**src/hw/pulse_counter_pkg.sv**
```systemverilog
package pulse_counter_pkg;

    localparam int GROUP_COUNT = 6;
    localparam int PAIR_COUNT = 3;
    localparam int VALUE_WIDTH = 32;
    localparam int PIN_COUNT = 9;

    // index of each pin in the synchronised pin vector
    localparam int PIN_ZERO = 0;
    localparam int PIN_ONE = 1;
    localparam int PIN_TWO = 2;
    localparam int PIN_THREE = 3;
    localparam int PIN_FOUR = 4;
    localparam int PIN_FIVE = 5;
    localparam int PIN_SIX = 6;
    localparam int PIN_SEVEN = 7;
    localparam int PIN_THIRTEEN = 8;

    // the pair whose reset pin only the larger variant has
    localparam int PAIR_MIDDLE = 1;

    typedef logic [VALUE_WIDTH-1:0] value_t;

    localparam value_t VALUE_RESET = 32'h0000_0000;
    localparam value_t VALUE_STEP = 32'h0000_0001;

    typedef enum logic [2:0] {
        MODE_ADDING = 3'h0,
        MODE_DIR_SELECT = 3'h1,
        MODE_DUAL_PULSE = 3'h2,
        MODE_TWO_EDGE = 3'h3,
        MODE_FOUR_EDGE = 3'h4
    } count_mode_e;

    localparam logic ACTION_OUTPUT = 1'b0;
    localparam logic ACTION_INTERRUPT = 1'b1;

endpackage : pulse_counter_pkg
```
**src/hw/count_channel.sv**
```systemverilog
`timescale 1ns/1ns

module count_channel (
    input wire logic clock,
    input wire logic reset,
    input wire logic clock_enable,
    input wire logic count_up,
    input wire logic count_down,
    input wire logic load,
    input wire pulse_counter_pkg::value_t reset_value,
    input wire pulse_counter_pkg::value_t preset_value,
    output pulse_counter_pkg::value_t current_value,
    output logic match_pulse
);
    import pulse_counter_pkg::*;

    value_t value_q;
    logic equal_q;
    logic match_q;
    logic equal_now;

    assign equal_now = (value_q == preset_value);
    assign current_value = value_q;
    assign match_pulse = match_q;

    // load reset value
    // load beats a step arriving in the same cycle
    always_ff @(posedge clock) begin
        if (reset) begin
            value_q <= VALUE_RESET;
        end else if (clock_enable) begin
            if (load) begin
                value_q <= reset_value;
            end else if (count_up && !count_down) begin
                value_q <= value_q + VALUE_STEP;
            end else if (count_down && !count_up) begin
                value_q <= value_q - VALUE_STEP;
            end
        end
    end

    always_ff @(posedge clock) begin
        if (reset) begin
            equal_q <= 1'b0;
            match_q <= 1'b0;
        end else if (clock_enable) begin
            equal_q <= equal_now;
            match_q <= equal_now && !equal_q;
        end
    end

    load_value_a: assert property (@(posedge clock) disable iff (reset)
        clock_enable && load |=> value_q == $past(reset_value))
        else $error("load did not take reset value");

    step_up_a: assert property (@(posedge clock) disable iff (reset)
        clock_enable && count_up && !count_down && !load
        |=> value_q == $past(value_q) + VALUE_STEP)
        else $error("up step missed");

    step_down_a: assert property (@(posedge clock) disable iff (reset)
        clock_enable && count_down && !count_up && !load
        |=> value_q == $past(value_q) - VALUE_STEP)
        else $error("down step missed");

    match_entry_a: assert property (@(posedge clock) disable iff (reset)
        clock_enable && equal_now && !equal_q |=> match_pulse)
        else $error("match not flagged on entry");

    match_once_a: assert property (@(posedge clock) disable iff (reset)
        clock_enable && match_pulse |=> !match_pulse)
        else $error("match repeated while equal");

endmodule : count_channel

```
**src/hw/pulse_counter.sv**
```systemverilog
`timescale 1ns/1ns

module pulse_counter #(
    parameter bit EXTENDED = 1'b0,
    parameter bit LARGE = 1'b0
) (
    input wire logic clock,
    input wire logic reset,
    input wire logic clock_enable,
    input wire logic ext_input_zero,
    input wire logic ext_input_one,
    input wire logic ext_input_two,
    input wire logic ext_input_three,
    input wire logic ext_input_four,
    input wire logic ext_input_five,
    input wire logic ext_input_six,
    input wire logic ext_input_seven,
    input wire logic ext_input_thirteen,
    input wire pulse_counter_pkg::count_mode_e pair_mode [3],
    input wire logic [5:0] group_enable,
    input wire logic [2:0] pin_reset_enable,
    input wire logic [5:0] soft_reset,
    input wire logic [5:0] action_select,
    input wire logic [5:0] output_clear,
    input wire pulse_counter_pkg::value_t preset_value [6],
    input wire pulse_counter_pkg::value_t reset_value [6],
    output pulse_counter_pkg::value_t current_value [6],
    output logic [5:0] match_output,
    output logic [5:0] interrupt_request,
    output logic [2:0] plain_input
);
    import pulse_counter_pkg::*;

    localparam int PIN_A [3] = '{PIN_ZERO, PIN_THREE, PIN_SIX};
    localparam int PIN_B [3] = '{PIN_ONE, PIN_FOUR, PIN_SEVEN};
    localparam int PIN_Z [3] = '{PIN_TWO, PIN_THIRTEEN, PIN_FIVE};

    logic [PIN_COUNT-1:0] pins_raw;
    logic [PIN_COUNT-1:0] meta_q;
    logic [PIN_COUNT-1:0] sync_q;
    logic [PIN_COUNT-1:0] prev_q;
    logic [PIN_COUNT-1:0] rise;
    logic [PIN_COUNT-1:0] fall;
    logic [5:0] step_up;
    logic [5:0] step_down;
    logic [5:0] load;
    logic [5:0] match_pulse;
    logic [5:0] match_output_q;
    logic [5:0] interrupt_q;
    logic [2:0] plain_q;
    logic [2:0] z_used;

    assign pins_raw = {ext_input_thirteen, ext_input_seven, ext_input_six,
        ext_input_five, ext_input_four, ext_input_three, ext_input_two,
        ext_input_one, ext_input_zero};

    // two-stage synchroniser
    // only the second stage feeds edge detection
    always_ff @(posedge clock) begin
        if (reset) begin
            meta_q <= '0;
            sync_q <= '0;
            prev_q <= '0;
        end else if (clock_enable) begin
            meta_q <= pins_raw;
            sync_q <= meta_q;
            prev_q <= sync_q;
        end
    end

    assign rise = sync_q & ~prev_q;
    assign fall = ~sync_q & prev_q;

    for (genvar p = 0; p < PAIR_COUNT; p++) begin : g_pair
        logic a_now;
        logic b_now;
        logic a_rise;
        logic a_fall;
        logic b_rise;
        logic b_fall;
        logic pair_allowed;
        logic two_phase;
        logic paired;
        logic quad_a_up;
        logic quad_a_dn;
        logic quad_b_up;
        logic quad_b_dn;
        logic odd_up;
        logic odd_dn;

        assign a_now = sync_q[PIN_A[p]];
        assign b_now = sync_q[PIN_B[p]];
        assign a_rise = rise[PIN_A[p]];
        assign a_fall = fall[PIN_A[p]];
        assign b_rise = rise[PIN_B[p]];
        assign b_fall = fall[PIN_B[p]];

        // middle pair stays single adding on base builds
        assign pair_allowed = (p != PAIR_MIDDLE) || EXTENDED;
        // pair style from the odd group's mode
        assign two_phase = pair_allowed &&
            (pair_mode[p] == MODE_TWO_EDGE || pair_mode[p] == MODE_FOUR_EDGE);
        assign paired = pair_allowed && (two_phase ||
            pair_mode[p] == MODE_DIR_SELECT ||
            pair_mode[p] == MODE_DUAL_PULSE);

        assign quad_a_up = (a_rise && !b_now) || (a_fall && b_now);
        assign quad_a_dn = (a_rise && b_now) || (a_fall && !b_now);
        assign quad_b_up = (b_rise && a_now) || (b_fall && !a_now);
        assign quad_b_dn = (b_rise && !a_now) || (b_fall && a_now);

        always_comb begin
            odd_up = a_rise;
            odd_dn = 1'b0;
            if (pair_allowed) begin
                case (pair_mode[p])
                    MODE_DIR_SELECT: begin
                        odd_up = a_rise && !b_now;
                        odd_dn = a_rise && b_now;
                    end
                    // simultaneous up and down pulses cancel
                    MODE_DUAL_PULSE: begin
                        odd_up = a_rise && !b_rise;
                        odd_dn = b_rise && !a_rise;
                    end
                    // a on the first pin, b on the second
                    MODE_TWO_EDGE: begin
                        odd_up = quad_a_up;
                        odd_dn = quad_a_dn;
                    end
                    MODE_FOUR_EDGE: begin
                        odd_up = quad_a_up || quad_b_up;
                        odd_dn = quad_a_dn || quad_b_dn;
                    end
                    default: begin
                        odd_up = a_rise;
                        odd_dn = 1'b0;
                    end
                endcase
            end
        end

        // steps reach only the counters whose group_enable bit is set
        assign step_up[2*p] = group_enable[2*p] && odd_up;
        assign step_down[2*p] = group_enable[2*p] && odd_dn;
        assign step_up[2*p+1] = group_enable[2*p+1] && !paired && b_rise;
        assign step_down[2*p+1] = 1'b0;

        // thirteen pin only on the large build
        assign z_used[p] = pin_reset_enable[p] &&
            ((p != PAIR_MIDDLE) || LARGE);

        // soft or pin reset loads the odd group
        assign load[2*p] = soft_reset[2*p] || (z_used[p] && rise[PIN_Z[p]]);
        assign load[2*p+1] = soft_reset[2*p+1];

        // unused reset pin reads as a plain input
        always_ff @(posedge clock) begin
            if (reset) begin
                plain_q[p] <= 1'b0;
            end else if (clock_enable) begin
                plain_q[p] <= z_used[p] ? 1'b0 : sync_q[PIN_Z[p]];
            end
        end

        plain_hold_a: assert property (@(posedge clock) disable iff (reset)
            clock_enable && z_used[p] |=> !plain_input[p])
            else $error("reset pin leaked as plain input");

        quad_dir_a: assert property (@(posedge clock) disable iff (reset)
            group_enable[2*p] && pair_allowed && !soft_reset[2*p] &&
            pair_mode[p] == MODE_TWO_EDGE && a_rise && !b_now
            |-> step_up[2*p] && !step_down[2*p])
            else $error("quadrature direction wrong");
    end

    for (genvar g = 0; g < GROUP_COUNT; g++) begin : g_group
        count_channel u_channel (
            .clock(clock),
            .reset(reset),
            .clock_enable(clock_enable),
            .count_up(step_up[g]),
            .count_down(step_down[g]),
            .load(load[g]),
            .reset_value(reset_value[g]),
            .preset_value(preset_value[g]),
            .current_value(current_value[g]),
            .match_pulse(match_pulse[g])
        );
    end

    // match with its action_select bit clear turns on output, set wins over clear
    always_ff @(posedge clock) begin
        if (reset) begin
            match_output_q <= '0;
        end else if (clock_enable) begin
            match_output_q <= (match_output_q & ~output_clear) |
                (match_pulse & ~action_select);
        end
    end

    always_ff @(posedge clock) begin
        if (reset) begin
            interrupt_q <= '0;
        end else if (clock_enable) begin
            interrupt_q <= match_pulse & action_select;
        end
    end

    assign match_output = match_output_q;
    assign interrupt_request = interrupt_q;
    assign plain_input = plain_q;

    sync_depth_a: assert property (@(posedge clock) disable iff (reset)
        clock_enable ##1 clock_enable |=> sync_q == $past(pins_raw, 2))
        else $error("pin synchroniser depth wrong");

    out_set_a: assert property (@(posedge clock) disable iff (reset)
        clock_enable && match_pulse[0] && action_select[0] == ACTION_OUTPUT
        |=> match_output[0])
        else $error("output not set on match");

    irq_fire_a: assert property (@(posedge clock) disable iff (reset)
        clock_enable && match_pulse[1] && action_select[1] == ACTION_INTERRUPT
        |=> interrupt_request[1])
        else $error("interrupt not raised on match");

    frozen_state_a: assert property (@(posedge clock) disable iff (reset)
        !clock_enable |=> $stable(current_value[0]) && $stable(match_output))
        else $error("state moved while disabled");

endmodule : pulse_counter

```
**config.mk**
```make
export PLATFORM = sky130hd
export DESIGN_NAME = pulse_counter
export DESIGN_NICKNAME = d
export VERILOG_FILES = /design/src/hw/pulse_counter_pkg.sv /design/src/hw/count_channel.sv /design/src/hw/pulse_counter.sv
export SDC_FILE = /design/constraint.sdc
export NUM_CORES = 1
export LEC_CHECK = 0
export BUFFER_PORTS_ARGS = -buffer_cell sky130_fd_sc_hd__buf_4
export CELL_PAD_IN_SITES_DETAIL_PLACEMENT = 0
export CELL_PAD_IN_SITES_GLOBAL_PLACEMENT = 1
export CORE_AREA = 2 2 245 247
export CTS_BUF_LIST = sky130_fd_sc_hd__clkbuf_16
export DETAILED_ROUTE_END_ITERATION = 8
export DIE_AREA = 0 0 247 249
export GPL_TIMING_DRIVEN = 0
export HOLD_SLACK_MARGIN = 0.06
export PLACE_DENSITY_LB_ADDON = 0.1
export RECOVER_POWER = 100
export SETUP_SLACK_MARGIN = 0.3
export SLEW_MARGIN = 10
export SYNTH_ARGS = -nofsm -noshare
export SYNTH_HDL_FRONTEND = slang
export SYNTH_SLANG_ARGS = --single-unit
```
**constraint.sdc**
```tcl
create_clock -name clock -period 11.8 [get_ports clock]
set_clock_uncertainty 0.05 [all_clocks]
set_input_delay 1.18 -clock clock [delete_from_list [all_inputs] [get_ports clock]]
set_output_delay 1.18 -clock clock [all_outputs]
set_load 0.005 [all_outputs]
```
==> results.sh, run 1 <==
export IMPL_status="finished with violations"
export IMPL_violations="capacitance limit, slew limit"
export IMPL_cts_setup_buffers=0
export IMPL_critical_path_slowest_cell="clkinv_1"
export IMPL_dr_pass1_iters=5
export IMPL_cts_hold_buf=0
export IMPL_hp_start="g_group[1].u_channel.equal_q"
export IMPL_antenna_found_initial=17
export IMPL_cts_sinks=245
export IMPL_endpoint_kind="flop"
export IMPL_place_gp_congestion=0.9347
export IMPL_cts_tree="done"
export IMPL_ff_latch_area_sq_um=4905
export IMPL_worst_hold_path_endpoint="g_group[1].u_channel.equal_q"
export IMPL_p_leak_nw=9.867
export IMPL_first_iter_violations=1628
export IMPL_hold_viol=0
export IMPL_p_per_area_nw_per_um2=114.6
export IMPL_syn_area_per_cell_sq_um=7.328
export IMPL_arrival_ns=7.24
export IMPL_insertion_delay_ns=0.54
export IMPL_synthDistinctLibCells=80
export IMPL_fin_setup_tns_ns=0
export IMPL_multi_input_area_sq_um=12250
export IMPL_required_ns=12.20
export IMPL_drive_gt1_share_pct=21.86
export IMPL_tightest_slew_ns=1.507
export IMPL_timing_fmax_mhz=146.1
export IMPL_grt_pass1_vias=20838
export IMPL_cts_resized=0
export IMPL_synth_yosys_seq_area_share_pct=27.32
export IMPL_cp_top_family="compound AO/OA/AOI/OAI gates"
export IMPL_cts_root_buf="clkbuf_16"
export IMPL_num_fill_cells=6138
export IMPL_die_area_sq_um=61500
export IMPL_cpPeakStageDelay_ns=1.02
export IMPL_fin_nets=3619
export IMPL_rows=89
export IMPL_synth_seq_cells=245
export IMPL_path_clk_slew_ns=0.06
export IMPL_reg2reg_slack_ns=5.48
export IMPL_io_buffers=630
export IMPL_drv_slew=9
export IMPL_grt_use_total_pct=28.56
export IMPL_yosysWarnings=0
export IMPL_routed_wl_mm=92.36
export IMPL_ys_async_sr_fraction_pct=0
export IMPL_final_common_cell="buf_4"
export IMPL_crit_top_cell="o21ai_0"
export IMPL_overflow=0
export IMPL_finalNonFillerCells=3924
export IMPL_synthesis_nets=2952
export IMPL_clockBufferDepth=3
export IMPL_total_power_mw=2.816
export IMPL_ant_nets=0
export IMPL_start_kind="primary input"
export IMPL_die_h_um=249
export IMPL_place_inst=3853
export IMPL_synth_cells=2450
export IMPL_numCtsBuffers=35
export IMPL_finalSetupViolCount=0
export IMPL_path_max_fanout=34
export IMPL_rsz0062_at_grt="false"
export IMPL_crit_buf_inv=2
export IMPL_synth_edff_count=0
export IMPL_h_tree_depth=2
export IMPL_worst_hold_path_type="flop to flop"
export IMPL_reg2reg_from="sync_q[1]"
export IMPL_hpwl_mm=72.44
export IMPL_final_cell_mix="422 x buf_4, 300 x nor2_1, 255 x a21oi_1"
export IMPL_r2r_end="g_group[0].u_channel.current_value[26]"
export IMPL_synthFlopType="dfxtp_1"
export IMPL_grt_max_degree=35
export IMPL_die_w_um=247
export IMPL_min_period_over_period_pct=57.99
export IMPL_grt_first_pass_wirelength_mm=133.4
export IMPL_wl_per_cell_um=23.54
export IMPL_ios=639
export IMPL_critPathKind="primary input to flop"
export IMPL_path_depth=20
export IMPL_period_needed_ns=6.843
export IMPL_hold_depth=2
export IMPL_area_delta_synth_final_pct=36.84
export IMPL_syn_area_sq_um=17950
export IMPL_floorplan_initialDensity_pct=30.60
export IMPL_dr_total_vias=21650
export IMPL_max_cap_violations=1
export IMPL_vdd_drop_max_mv=0.08930
export IMPL_via_per_inst=5.517
export IMPL_core_area_sq_um=58690
export IMPL_slew_limit_headroom_pct=-0.4706
export IMPL_drc=0
export IMPL_path_cells="clkbuf_1, nor2_1, nand3_1, o21ai_0, a222oi_1, o21ai_0, a31oi_1, ha_1, clkinv_1, ha_1, nor2b_1, o21ai_0, a21oi_1, o31ai_1, a211oi_1, nor4_1, nor2_1, xnor2_1, nand2_1, a311oi_1"
export IMPL_reg2reg_depth=18
-- cell families (layout without fill, tap and decap cells) --
kind of cell / count (synthesis) / count (layout) / share of synthesized area, %
multiplexers: 42 / 42 / 2.376
flip-flops: 245 / 245 / 27.32
XOR/XNOR: 242 / 242 / 11.80
AO/OA/AOI/OAI: 734 / 734 / 25.32
other: 0 / 13 / 0
AND/OR/NAND/NOR: 916 / 916 / 23.85
adder cells (fa/ha/maj): 70 / 70 / 4.962
buffers and inverters: 201 / 889 / 4.376
-- how the worst max path moves through the flow --
stage / startpoint / slack [ns] / to
3_3_place_gp: pair_mode[1] / 5.37 / g_group[4].u_channel.current_value[31]
4_1_cts: pair_mode[1] / 5.91 / g_group[4].u_channel.current_value[31]
5_1_grt: pair_mode[6] / 4.48 / g_group[0].u_channel.current_value[26]
3_5_place_dp: pair_mode[1] / 5.34 / g_group[4].u_channel.current_value[31]
6_report: pair_mode[6] / 4.96 / g_group[0].u_channel.current_value[26]
2_1_floorplan: pair_mode[1] / 6.58 / g_group[4].u_channel.current_value[23]
-- sequential cells by signal, summed over array words and instances (netlist names) --
register / flops
g_group.u_channel.current_value: 192
g_group.u_channel.equal_q: 6
g_group.u_channel.match_pulse: 6
interrupt_request: 6
match_output: 6
meta_q: 9
plain_input: 3
prev_q: 8
sync_q: 9
-- synthesized netlist by cell type (65+ instances only) --
cell type / count / area share [%]
a211oi_1: 65 / 2.7
a21oi_1: 255 / 7.1
clkbuf_1: 134 / 2.8
dfxtp_1: 245 / 27
ha_1: 68 / 4.7
nand2_1: 241 / 5.0
nand3_1: 96 / 2.7
nand4_1: 71 / 2.5
nor2_1: 300 / 6.3
o21ai_0: 148 / 4.1
xnor2_1: 172 / 8.4
xor2_1: 70 / 3.4
-- worst register-to-register path, cell delays in order, from the launching register on --
cell      delay, ns
dfxtp_1        0.33
clkbuf_1       0.31
nand3b_1       0.12
a222oi_1       0.21
o21ai_0        0.12
a31oi_1        0.17
ha_1           0.33
clkinv_1       1.02
ha_1           0.78
nor2b_1        0.17
o21ai_0        0.20
a21oi_1        0.15
o31ai_1        0.75
a211oi_1       0.27
nor4_1         0.51
nor2_1         0.15
xnor2_1        0.23
nand2_1        0.10
a311oi_1       0.27
-- cell type report --
class	instances	area share, %
repair buffers	630	18.75
clock buffers	35	3.565
plain buffers	159	2.557
clock inverters	23	0.6111
well taps	773	3.937
flip-flops and latches	245	19.96
inverters	42	0.6417
diodes	13	0.1324
multi-input cells	2004	49.85
-- where the power goes --
part | switching, mW | internal (mW)
Clock | 0.426 | 0.578
Sequential | 0.0841 | 0.871
Combinational | 0.460 | 0.397
Total | 0.970 | 1.85
-- layer usage --
metal / vias up / wire [um] / global-route usage, %
li1: 10214 / - / -
met1: 10414 / 40070 / 37.74
met2: 864 / 43480 / 47.21
met3: 146 / 6019 / 4.159
met4: 12 / 2703 / 9.673
met5: - / 92 / 0
-- per-stage QoR --
step                worst slack [ns]  hold WS, ns  instance area (sq um)  util (%)
floorplan                      6.576       0.3953                  17950         -
global placement               5.371       0.4013                  23650     40.30
detailed placement             5.337       0.4076                  23650     40.30
CTS                            5.909       0.4152                  24680     42.05
global route                   4.479       0.4322                  24560     41.85
finish                         4.957       0.4147                  24570     41.87
Power figures use the tool's default switching activity.
==> run 2, diff against run 1 <==
--- a/config.mk
+++ b/config.mk
@@ -8,10 +8,10 @@
 export BUFFER_PORTS_ARGS = -buffer_cell sky130_fd_sc_hd__buf_4
 export CELL_PAD_IN_SITES_DETAIL_PLACEMENT = 0
 export CELL_PAD_IN_SITES_GLOBAL_PLACEMENT = 1
-export CORE_AREA = 2 2 245 247
+export CORE_AREA = 2 2 247 249
 export CTS_BUF_LIST = sky130_fd_sc_hd__clkbuf_16
 export DETAILED_ROUTE_END_ITERATION = 8
-export DIE_AREA = 0 0 247 249
+export DIE_AREA = 0 0 249 251
 export GPL_TIMING_DRIVEN = 0
 export HOLD_SLACK_MARGIN = 0.06
 export PLACE_DENSITY_LB_ADDON = 0.1
==> constraint.sdc (replaced) <==
create_clock -name clock -period 5.58 [get_ports clock]
set_clock_uncertainty 0.05 [all_clocks]
set_input_delay 0.558 -clock clock [delete_from_list [all_inputs] [get_ports clock]]
set_output_delay 0.558 -clock clock [all_outputs]
set_load 0.005 [all_outputs]
==> results.sh, run 2 (synthesis results as in run 1) <==
export IMPL_grt_pass1_vias=21025
export IMPL_final_core_util_pct=41.30
export IMPL_timing_fmax_mhz=201.3
export IMPL_cts_sinks=245
export IMPL_die_h_um=251
export IMPL_grt_max_degree=18
export IMPL_cpPeakStageDelay_ns=0.53
export IMPL_num_fill_cells=6351
export IMPL_critPathKind="primary input to flop"
export IMPL_largest_register_ffs=192
export IMPL_floorplan_initialDensity_pct=30.03
export IMPL_antenna_found_initial=14
export IMPL_worst_hold_path_type="primary input to flop"
export IMPL_drive_gt1_share_pct=22.09
export IMPL_ant_nets=0
export IMPL_fin_setup_tns_ns=0
export IMPL_ios=639
export IMPL_slew_limit_headroom_pct=13.69
export IMPL_reg2reg_depth=20
export IMPL_crit_path_end="g_group[4].u_channel.current_value[31]"
export IMPL_critPathLaunch="pair_mode[1]"
export IMPL_path_cells="clkbuf_1, nor3_1, a21oi_1, nor3b_1, o21ai_0, a21boi_0, ha_1, clkinvlp_4, buf_4, ha_1, and3_1, a31o_2, a21oi_1, o21a_1, o21ba_1, a2bb2oi_1, o21a_1, o21ai_0, a221oi_1, a211oi_1"
export IMPL_drv_slew=0
export IMPL_rows=90
export IMPL_grt_first_pass_wirelength_mm=134.9
export IMPL_cts_root_buf="clkbuf_16"
export IMPL_hold_viol=0
export IMPL_via_per_inst=5.486
export IMPL_die_w_um=249
export IMPL_wl_per_cell_um=23.48
export IMPL_r2r_end="g_group[0].u_channel.current_value[29]"
export IMPL_place_gp_congestion=0.9464
export IMPL_overflow=0
export IMPL_first_iter_violations=1550
export IMPL_core_area_sq_um=59790
export IMPL_final_cell_mix="429 x buf_4, 300 x nor2_1, 255 x a21oi_1"
export IMPL_vdd_drop_max_mv=0.1733
export IMPL_final_common_cell="buf_4"
export IMPL_status="finished, final reports clean"
export IMPL_p_leak_nw=9.908
export IMPL_finalSetupViolCount=0
export IMPL_clockBufferDepth=3
export IMPL_max_cap_violations=0
export IMPL_reg2reg_slack_ns=0.77
export IMPL_routed_wl_mm=92.47
export IMPL_dr_total_vias=21602
export IMPL_arrival_ns=5.30
export IMPL_total_power_mw=6.051
export IMPL_rsz0062_at_grt="true"
export IMPL_critical_path_slowest_cell="nor3_1"
export IMPL_pre_cts_ws_ns=-0.2883
export IMPL_setup_ws_ns=0.6116
export IMPL_min_period_over_period_pct=89.04
export IMPL_io_buffers=630
export IMPL_dpl_cell_area_sq_um=23660
export IMPL_dr_pass1_iters=5
export IMPL_grt_use_total_pct=28.25
export IMPL_fin_nets=3627
export IMPL_fin_area_sq_um=24690
export IMPL_die_area_sq_um=62500
export IMPL_area_delta_synth_final_pct=37.53
export IMPL_numCtsBuffers=35
export IMPL_p_per_area_nw_per_um2=245.1
export IMPL_h_tree_depth=2
export IMPL_path_max_fanout=14
export IMPL_path_clk_slew_ns=0.06
export IMPL_tightest_slew_ns=1.295
export IMPL_reg2reg_from="sync_q[1]"
export IMPL_period_needed_ns=4.968
export IMPL_hpwl_mm=72.96
export IMPL_required_ns=5.92
export IMPL_cts_tree="done"
export IMPL_drc=0
export IMPL_endpoint_kind="flop"
export IMPL_insertion_delay_ns=0.55
export IMPL_start_kind="primary input"
[run 2: changes by cell type in the layout (fill, tap and decap cells not counted), sizes merged]
cell,change
diode,-3
bufinv,+1
clkinv,-3
clkinvlp,+4
inv,-2
clkbuf,+1
buf,+7
[run 2: repair_timing]
action / in CTS / in global routing
buffers inserted: 0 / 6
cloned: 2 / 0
endpoints found under the setup margin: 3 / 21
hold buffers: 0 / 0
gates resized for setup: 2 / 4
[run 2: where the power goes]
part           internal [mW]  leakage [nW]  switching [mW]
sequential              1.84          2.00           0.174
combinational          0.845          7.35           0.979
clock                   1.32         0.561           0.889
total                   4.01          9.91            2.04
[run 2: final cells by class]
class / instances / area, sq um / share of cell area, %
Sequential cell: 245 / 4905 / 19.86
Clock inverter: 21 / 163.9 / 0.6638
Buffer: 159 / 624.3 / 2.528
Multi-Input combinational cell: 2004 / 12250 / 49.62
Tap cell: 782 / 978.4 / 3.962
Timing Repair Buffer: 636 / 4639 / 18.79
Clock buffer: 37 / 925.9 / 3.749
Timing Repair inverter: 2 / 15.01 / 0.06080
Inverter: 42 / 165.2 / 0.6688
Antenna cell: 10 / 25.02 / 0.1013
[run 2: worst min path at each step]
stage	end	slack, ns	cells after the start	from
finish	meta_q[3]	0.20	3	ext_input_three
global route	meta_q[4]	0.21	3	ext_input_four
global placement	interrupt_request[5]	0.40	2	interrupt_request[5]
floorplan	prev_q[2]	0.40	2	prev_q[2]
detailed placement	g_group[0].u_channel.equal_q	0.41	2	g_group[0].u_channel.equal_q
CTS	meta_q[3]	0.18	3	ext_input_three
[run 2: critical path, delay by kind of cell]
kind,cells,cell delay [ns]
compound gates,12,2.38
buf+inv,3,0.49
fa+ha+maj,2,0.81
simple gates,3,1.04
[run 2: layer usage]
layer	track usage (%)	vias up	wire, um	part of all wire [%]
met5	0	-	47	0.051
met2	47.05	814	43450	47
li1	-	10255	-	-
met3	4.483	157	5512	6.0
met1	37.04	10368	40480	44
met4	9.818	8	2980	3.2
[run 2: per-stage QoR]
| stage | hold slack [ns] | cells |
|---|---|---|
| 3_5_place_dp | 0.4056 | 3862 |
| 5_1_grt | 0.2128 | 3935 |
| 6_report | 0.1973 | 3938 |
| 2_1_floorplan | 0.3953 | 2450 |
| 3_3_place_gp | 0.4008 | 3862 |
| 4_1_cts | 0.1773 | 3922 |
